--- src/pkg/ebz_defines.vh ---
// constants for the external bus zone interface
// assumes inclusion by bare name from hw/ design files
`ifndef EBZ_DEFINES_VH
`define EBZ_DEFINES_VH
`define EBZ_ADDR_W 19
`define EBZ_DATA_W 16
`define EBZ_ZONE_W 3
`define EBZ_TIM_W 3
`define EBZ_ZONE0 3'h0
`define EBZ_ZONE1 3'h1
`define EBZ_ZONE2 3'h2
`define EBZ_ZONE6 3'h6
`define EBZ_ZONE7 3'h7
`define EBZ_NZONES 8
`define EBZ_TIM_RST 3'h1
`define EBZ_BOOT_CYC 3'h5
`endif

--- src/hw/ebz_sync.v ---
// three-stage synchroniser with agreement filter for pin inputs
// assumes pin changes slower than two clock periods
`timescale 1ns/1ps
module ebz_sync #(
   parameter RST_VAL = 1'b1
) (
   input wire clk_in,
   input wire rstn_in,
   input wire d_in,
   output reg q_out
);
   reg s1_reg;
   reg s2_reg;
   reg s3_reg;
   always @(posedge clk_in or negedge rstn_in) begin
      if (!rstn_in) begin
         s1_reg <= RST_VAL;
         s2_reg <= RST_VAL;
         s3_reg <= RST_VAL;
         q_out <= RST_VAL;
      end else begin
         s1_reg <= d_in;
         s2_reg <= s1_reg;
         s3_reg <= s2_reg;
         if (s2_reg == s3_reg) begin
            q_out <= s3_reg;
         end
      end
   end
endmodule

--- src/hw/ebz_top.v ---
// external bus zone interface: zone selects, shaped strobes, hold
// assumes one access request at a time from the core, held until done
//
// How it works
// mode high: zone 7 goes to external bus
// mode low: zone 7 served by boot memory
// mode pin latched at reset, software may change
// hold request floats address, data, strobes
// release only after access done, none pending
// grant low while bus floats
// grant rises when request released, resume
// outside master drives bus only during grant
// zone 0/1 select low during access
// zone 2 select low during access
// zone 6/7 select low during access
// write strobe shaped by zone timing
// read strobe shaped by zone timing
// read and write strobes never together
// read-not-write high except during writes
// peripheral drives ready high to finish
// ready sampled synchronous or asynchronous
// 19-bit external address bus
// 16-bit bidirectional data bus
// phases counted in cycles, ready stretches active
// selects and strobes high when idle
`timescale 1ns/1ps
`include "ebz_defines.vh"
module ebz_top #(
   parameter AW = `EBZ_ADDR_W,
   parameter DW = `EBZ_DATA_W,
   parameter TW = `EBZ_TIM_W
) (
   input wire CLK_IN,
   input wire RSTN_IN,
   input wire REQ_VALID_IN,
   output wire REQ_READY_OUT,
   input wire REQ_WRITE_IN,
   input wire [`EBZ_ZONE_W-1:0] REQ_ZONE_IN,
   input wire [AW-1:0] REQ_ADDR_IN,
   input wire [DW-1:0] REQ_WDATA_IN,
   output reg RSP_VALID_OUT,
   output reg [DW-1:0] RSP_RDATA_OUT,
   output reg BOOT_ACCESS_OUT,
   input wire [`EBZ_NZONES*TW-1:0] LEAD_CFG_IN,
   input wire [`EBZ_NZONES*TW-1:0] ACTIVE_CFG_IN,
   input wire [`EBZ_NZONES*TW-1:0] TRAIL_CFG_IN,
   input wire [`EBZ_NZONES-1:0] READY_EN_IN,
   input wire READY_ASYNC_IN,
   input wire MODE_WR_IN,
   input wire MODE_WDATA_IN,
   output reg MODE_BIT_OUT,
   input wire BOOT_MODE_SELECT_PIN_IN,
   input wire BUS_HOLD_REQUEST_N_IN,
   output reg BUS_HOLD_GRANT_N_OUT,
   output wire BUS_HOLD_GRANT_N_OE_OUT,
   input wire TARGET_READY_IN,
   output reg [AW-1:0] EXT_ADDRESS_OUT,
   output wire EXT_ADDRESS_OE_OUT,
   input wire [DW-1:0] EXT_DATA_IN,
   output reg [DW-1:0] EXT_DATA_OUT,
   output reg EXT_DATA_OE_OUT,
   output reg ZONE01_SELECT_N_OUT,
   output reg ZONE2_SELECT_N_OUT,
   output reg ZONE67_SELECT_N_OUT,
   output reg WRITE_STROBE_N_OUT,
   output reg READ_STROBE_N_OUT,
   output reg READ_NOT_WRITE_OUT,
   output wire CTRL_OE_OUT
);
   localparam ST_IDLE = 3'h0;
   localparam ST_LEAD = 3'h1;
   localparam ST_ACT = 3'h2;
   localparam ST_TRAIL = 3'h3;
   localparam ST_HOLD = 3'h4;

   // picks one zone's field from a packed timing vector
   function [TW-1:0] zfield;
      input [`EBZ_NZONES*TW-1:0] v;
      input [`EBZ_ZONE_W-1:0] z;
      begin
         zfield = v[z*TW +: TW];
      end
   endfunction

   // =========================================================
   // pin synchronisers
   // =========================================================
   wire hold_req_n_s;
   wire ready_async_s;
   wire mode_pin_s;
   reg ready_sync_reg;
   ebz_sync #(.RST_VAL(1'b1)) u_hold (
      .clk_in(CLK_IN),
      .rstn_in(RSTN_IN),
      .d_in(BUS_HOLD_REQUEST_N_IN),
      .q_out(hold_req_n_s)
   );
   ebz_sync #(.RST_VAL(1'b0)) u_rdy (
      .clk_in(CLK_IN),
      .rstn_in(RSTN_IN),
      .d_in(TARGET_READY_IN),
      .q_out(ready_async_s)
   );
   ebz_sync #(.RST_VAL(1'b0)) u_mode (
      .clk_in(CLK_IN),
      .rstn_in(RSTN_IN),
      .d_in(BOOT_MODE_SELECT_PIN_IN),
      .q_out(mode_pin_s)
   );
   // synchronous ready: single register, timing met by the target
   always @(posedge CLK_IN or negedge RSTN_IN) begin
      if (!RSTN_IN) begin
         ready_sync_reg <= 1'b0;
      end else begin
         ready_sync_reg <= TARGET_READY_IN;
      end
   end
   wire ready_s = READY_ASYNC_IN ? ready_async_s : ready_sync_reg;

   // =========================================================
   // mode bit: pin followed while reset recently released
   // =========================================================
   reg [2:0] boot_cnt_reg;
   always @(posedge CLK_IN or negedge RSTN_IN) begin
      if (!RSTN_IN) begin
         boot_cnt_reg <= 3'h0;
         MODE_BIT_OUT <= 1'b0;
      end else if (boot_cnt_reg != `EBZ_BOOT_CYC) begin
         // pin needs four edges to cross the synchroniser
         boot_cnt_reg <= boot_cnt_reg + 3'h1;
         MODE_BIT_OUT <= mode_pin_s;
      end else if (MODE_WR_IN) begin
         MODE_BIT_OUT <= MODE_WDATA_IN;
      end
   end
   wire boot_done = (boot_cnt_reg == `EBZ_BOOT_CYC);

   // =========================================================
   // access sequencer
   // =========================================================
   reg [2:0] state_reg;
   reg [2:0] state_next;
   reg [TW-1:0] cnt_reg;
   reg [TW-1:0] cnt_next;
   reg [`EBZ_ZONE_W-1:0] zone_reg;
   reg wr_reg;
   reg boot_z7;

   always @* begin
      boot_z7 = (REQ_ZONE_IN == `EBZ_ZONE7) && !MODE_BIT_OUT;
   end
   // boot memory answers inside the core; not accepted here
   assign REQ_READY_OUT = (state_reg == ST_IDLE) && boot_done &&
                          hold_req_n_s && !boot_z7;

   wire ready_ok = !READY_EN_IN[zone_reg] || ready_s;

   always @* begin
      state_next = state_reg;
      cnt_next = cnt_reg;
      case (state_reg)
         ST_IDLE: begin
            if (!hold_req_n_s) begin
               state_next = ST_HOLD;
            end else if (REQ_VALID_IN && REQ_READY_OUT) begin
               state_next = ST_LEAD;
               cnt_next = zfield(LEAD_CFG_IN, REQ_ZONE_IN);
            end
         end
         ST_LEAD: begin
            if (cnt_reg > `EBZ_TIM_RST) begin
               cnt_next = cnt_reg - `EBZ_TIM_RST;
            end else begin
               state_next = ST_ACT;
               cnt_next = zfield(ACTIVE_CFG_IN, zone_reg);
            end
         end
         ST_ACT: begin
            if (cnt_reg > `EBZ_TIM_RST) begin
               cnt_next = cnt_reg - `EBZ_TIM_RST;
            end else if (ready_ok) begin
               state_next = ST_TRAIL;
               cnt_next = zfield(TRAIL_CFG_IN, zone_reg);
            end
         end
         ST_TRAIL: begin
            if (cnt_reg > `EBZ_TIM_RST) begin
               cnt_next = cnt_reg - `EBZ_TIM_RST;
            end else begin
               state_next = ST_IDLE;
            end
         end
         ST_HOLD: begin
            if (hold_req_n_s) begin
               state_next = ST_IDLE;
            end
         end
         default: begin
            state_next = ST_IDLE;
         end
      endcase
   end

   wire start = (state_reg == ST_IDLE) && (state_next == ST_LEAD);
   wire in_acc = (state_next == ST_LEAD) || (state_next == ST_ACT) ||
                 (state_next == ST_TRAIL);
   wire strobe_on = (state_next == ST_ACT);
   wire [`EBZ_ZONE_W-1:0] zone_n = start ? REQ_ZONE_IN : zone_reg;
   wire wr_n = start ? REQ_WRITE_IN : wr_reg;

   always @(posedge CLK_IN or negedge RSTN_IN) begin
      if (!RSTN_IN) begin
         state_reg <= ST_IDLE;
         cnt_reg <= {TW{1'b0}};
         zone_reg <= `EBZ_ZONE0;
         wr_reg <= 1'b0;
         EXT_ADDRESS_OUT <= {AW{1'b0}};
         EXT_DATA_OUT <= {DW{1'b0}};
         EXT_DATA_OE_OUT <= 1'b0;
         ZONE01_SELECT_N_OUT <= 1'b1;
         ZONE2_SELECT_N_OUT <= 1'b1;
         ZONE67_SELECT_N_OUT <= 1'b1;
         WRITE_STROBE_N_OUT <= 1'b1;
         READ_STROBE_N_OUT <= 1'b1;
         READ_NOT_WRITE_OUT <= 1'b1;
         BUS_HOLD_GRANT_N_OUT <= 1'b1;
         RSP_VALID_OUT <= 1'b0;
         RSP_RDATA_OUT <= {DW{1'b0}};
         BOOT_ACCESS_OUT <= 1'b0;
      end else begin
         state_reg <= state_next;
         cnt_reg <= cnt_next;
         zone_reg <= zone_n;
         wr_reg <= wr_n;
         if (start) begin
            EXT_ADDRESS_OUT <= REQ_ADDR_IN;
            EXT_DATA_OUT <= REQ_WDATA_IN;
         end
         EXT_DATA_OE_OUT <= in_acc && wr_n;
         ZONE01_SELECT_N_OUT <= !(in_acc && (zone_n == `EBZ_ZONE0 ||
                                  zone_n == `EBZ_ZONE1));
         ZONE2_SELECT_N_OUT <= !(in_acc &&
                                 zone_n == `EBZ_ZONE2);
         ZONE67_SELECT_N_OUT <= !(in_acc && (zone_n == `EBZ_ZONE6 ||
                                  zone_n == `EBZ_ZONE7));
         WRITE_STROBE_N_OUT <= !(strobe_on && wr_n);
         READ_STROBE_N_OUT <= !(strobe_on && !wr_n);
         READ_NOT_WRITE_OUT <= !(in_acc && wr_n);
         BUS_HOLD_GRANT_N_OUT <= !(state_next == ST_HOLD);
         RSP_VALID_OUT <= (state_reg == ST_TRAIL) &&
                          (state_next == ST_IDLE);
         if ((state_reg == ST_ACT) && (state_next == ST_TRAIL) &&
             !wr_reg) begin
            RSP_RDATA_OUT <= EXT_DATA_IN;
         end
         BOOT_ACCESS_OUT <= REQ_VALID_IN && boot_z7 && boot_done;
      end
   end

   // floating while granted; outside master owns the bus then
   assign EXT_ADDRESS_OE_OUT = BUS_HOLD_GRANT_N_OUT;
   assign CTRL_OE_OUT = BUS_HOLD_GRANT_N_OUT;
   assign BUS_HOLD_GRANT_N_OE_OUT = 1'b1;
endmodule

--- config.mk ---
export PLATFORM = sky130hd
export DESIGN_NAME = ebz_top
export DESIGN_NICKNAME = d
export VERILOG_FILES = /design/src/hw/ebz_sync.v /design/src/hw/ebz_top.v
export VERILOG_INCLUDE_DIRS = /design/src /design/src/pkg
export SDC_FILE = /design/constraint.sdc
export NUM_CORES = 1
export LEC_CHECK = 0
export BUFFER_PORTS_ARGS = -buffer_cell sky130_fd_sc_hd__buf_2
export CORE_MARGIN = 4
export CORE_UTILIZATION = 40
export DETAILED_ROUTE_END_ITERATION = 8
export PLACE_DENSITY = 0.72
export SYNTH_ARGS = -nofsm -noshare
export SYNTH_HDL_FRONTEND = slang
export SYNTH_SLANG_ARGS = --single-unit
export TNS_END_PERCENT = 10
--- constraint.sdc ---
create_clock -name CLK_IN -period 6 [get_ports CLK_IN]
set_input_delay 1.2 -clock CLK_IN [delete_from_list [all_inputs] [get_ports CLK_IN]]
set_output_delay 1.2 -clock CLK_IN [all_outputs]
set_load 0.005 [all_outputs]
==> results.json <==
{
  "numClockSinks": 87,
  "worst_setup_path_start_kind": "input port",
  "final_hold_viol_count": 0,
  "multiInputGateArea_um2": 1745,
  "cts_resized": 0,
  "setup_viol": 0,
  "fin_nets": 651,
  "cts_tree": "built",
  "largest-register": "EXT_ADDRESS_OUT",
  "vias_per_cell": 4.830,
  "cp.arrival_ps": 3620,
  "rows": 36,
  "synth_top_cell_by_area": "dfrtp_1",
  "cts_buffer_depth": 2,
  "synth_area_leaders": "dfrtp_1 47%, mux2_2 16%, dfstp_2 7.1%",
  "synth_cell_types": 46,
  "crit_fanout": 16,
  "initial_core_util": 0.4129,
  "p_leak_uw": 0.002685,
  "drc_errors": 0,
  "min_period_over_period": 0.5668,
  "finalSetupTns_ps": 0,
  "setup.worst_path.end_class": "flip-flop",
  "cts_setup_buffers": 0,
  "dp_slack_ps": 2223,
  "wl_per_cell_um": 15.69,
  "htreeDepth": 3,
  "layout_setup_ws_ps": 2599,
  "clock_latency_ps": 330,
  "cts_buffers": 9,
  "drv_slew": 0,
  "holdWs_ps": 358.1,
  "cap_violations": 0,
  "synth.avg_cell_area_um2": 13.40,
  "track_usage": 0.1709,
  "status": "finished clean",
  "ir_worst_vdd_v": 0.0002095,
  "grt_max_degree": 88,
  "period_needed_ps": 3401,
  "gp_congestion": 0.8033,
  "postPlaceCellArea_um2": 5187,
  "routed_wl_um": 10090,
  "ios": 210,
  "path_class": "in -> reg",
  "detail_route.iter0.violations": 71,
  "reg.largest.list": "EXT_ADDRESS_OUT x19, EXT_DATA_OUT x16, RSP_RDATA_OUT x16",
  "fin_area_um2": 5398,
  "place_hpwl_um": 7911,
  "postCtsHoldBufs": 0,
  "rsz0062_at_grt": "no",
  "die_x_um": 108.9,
  "drive_gt1_frac": 0.6110,
  "synth_top_cell_area_share": 0.4670,
  "largest_reg_flops": 19,
  "area_growth_syn_to_layout_pct": 32.53,
  "die_area_um2": 11860,
  "ys_warn_count": 0,
  "cts_root_buffer": "clkbuf_8",
  "num_vias": 3106,
  "die_height_um": 108.9,
  "ys_seq_area_frac": 0.5379,
  "synthCells": 304,
  "synthesis.area_um2": 4073,
  "first_pass_iters": 4,
  "slew_headroom": 0.2760,
  "grt-ovfl-total": 0,
  "seq_area_um2": 2191,
  "io_buffers": 208,
  "worstPathRequired_ps": 6220,
  "fmax_mhz": 294.0,
  "power.density_nw_per_um2": 419.3,
  "fillerInstances": 871,
  "grt_pass1_vias": 3345,
  "min_path_type": "reg -> reg",
  "grt_pass1_wl_um": 15840,
  "core-area_um2": 9864,
  "antenna_found_initial": 1,
  "finClkSkew_ps": 6.611,
  "clk_pin_slew_ps": 80,
  "worstMarginPinSlew_ps": 1086,
  "final_util": 0.5472,
  "yosys_register_bits": 87,
  "antenna_left": 0,
  "syn-num-nets": 451
}
-- worst paths after layout --
check                      cells past startpoint  slack, ps                       endpoint               startpoint
setup / recovery                               7       2600   RSP_RDATA_OUT[0]$_DFFE_PN0P_           READY_EN_IN[4]
min in group asynchronous                      1       1050  RSP_RDATA_OUT[12]$_DFFE_PN0P_                  RSTN_IN
max in group asynchronous                      1       4270         state_reg[2]$_DFF_PN0_                  RSTN_IN
setup reg to reg                               6       2800   RSP_RDATA_OUT[0]$_DFFE_PN0P_    zone_reg[1]$_DFF_PN0_
hold / removal                                 0        360        u_hold.s2_reg$_DFF_PN1_  u_hold.s1_reg$_DFF_PN1_
hold reg to reg                                0        360        u_hold.s2_reg$_DFF_PN1_  u_hold.s1_reg$_DFF_PN1_
-- layer usage --
metal | track usage | share of wire | vias to the layer above
met3 | 0.04559 | 0.057 | 22
met2 | 0.3031 | 0.54 | 95
li1 | - | - | 1483
met1 | 0.1983 | 0.38 | 1506
met4 | 0.06041 | 0.023 | 0
met5 | 0 | 0 | -
-- worst max-delay path: stages --
cell and delay, ps:
buf_2 100, mux2_4 260, o2bb2ai_1 130, o31ai_2 370
o21ai_2 130, a2111oi_4 1010, mux2_2 420
-- area by class of cell --
| type | count | area share |
|---|---|---|
| repair buffers | 210 | 0.1961 |
| flip-flops and latches | 87 | 0.4059 |
| clock buffers | 12 | 0.02503 |
| multi-input cells | 189 | 0.3234 |
| inverters | 7 | 0.004868 |
| diodes | 1 | 0.0004636 |
| clock inverters | 4 | 0.01344 |
| well taps | 133 | 0.03083 |
-- where the power goes --
part | leakage, µW | switching, µW | internal (µW)
logic | 0.00154 | 365 | 484
registers | 0.00105 | 175 | 814
clock network | 0.000101 | 192 | 235
total | 0.00269 | 731 | 1530
-- Yosys cell counts (all sizes together) --
| library cell | instances |
|---|---|
| a21o | 1 |
| o2bb2ai | 1 |
| a21oi | 4 |
| conb | 1 |
| mux2 | 58 |
| nor3 | 2 |
| nor4 | 1 |
| nand4 | 3 |
| nor2 | 18 |
| nand2b | 2 |
| a211oi | 1 |
| and3 | 2 |
| nand3b | 2 |
| mux2i | 20 |
| o221ai | 1 |
| or3b | 2 |
| mux4 | 12 |
| dfstp | 11 |
| o31ai | 3 |
| a2111oi | 2 |
| or2 | 2 |
| xor2 | 2 |
| o21ai | 7 |
| nand2 | 14 |
| a21boi | 1 |
| o2111ai | 1 |
| maj3 | 4 |
| clkbuf | 12 |
| or3 | 2 |
| nand3 | 6 |
| nor2b | 4 |
| buf | 9 |
| a22oi | 3 |
| nand4b | 1 |
| inv | 7 |
| nor4b | 1 |
| ha | 3 |
| o21bai | 1 |
| nor3b | 1 |
| dfrtp | 76 |
-- cell families (layout without fill, tap and decap cells) --
logic type      after synthesis  in the layout  synth area share
mux                          90             90            0.2768
flops                        87             87            0.5379
simple gates                 63             63           0.07803
buf+inv                      28            233           0.03349
compound gates               26             26           0.04947
fa+ha+maj                     7              7           0.01905
xor+xnor                      2              2          0.004302
other cells                   1              2         0.0009208
-- metrics by stage --
step	instances	power (µW)
after CTS	642	2297
after global routing	643	2438
after global placement	626	1826
after detailed placement	626	1862
final	643	2263
after floorplan	304	1514
-- placed cells by master (no fill, tap or decap), types with 2 or more instances in the layout --
cell type / netlist / layout
dfstp_2: 11 / 11
o21ai_0: 6 / 6
nor2b_1: 4 / 4
nor3_1: 2 / 2
mux2_2: 57 / 57
clkbuf_8: 0 / 9
maj3_1: 4 / 4
mux2i_1: 20 / 20
nand3_1: 6 / 6
or3_1: 2 / 2
a22oi_1: 3 / 3
xor2_1: 2 / 2
mux4_2: 12 / 12
buf_4: 3 / 3
inv_1: 7 / 7
o31ai_1: 2 / 2
buf_2: 4 / 207
and3_1: 2 / 2
clkbuf_1: 12 / 3
dfrtp_1: 76 / 76
a21oi_1: 4 / 4
ha_1: 3 / 3
nand2b_1: 2 / 2
or3b_2: 2 / 2
or2_2: 2 / 2
bufinv_16: 0 / 2
nand2_1: 14 / 14
nand3b_1: 2 / 2
nor2_1: 18 / 18
nand4_1: 3 / 3
Note: power is estimated with default switching activity, not from simulation.
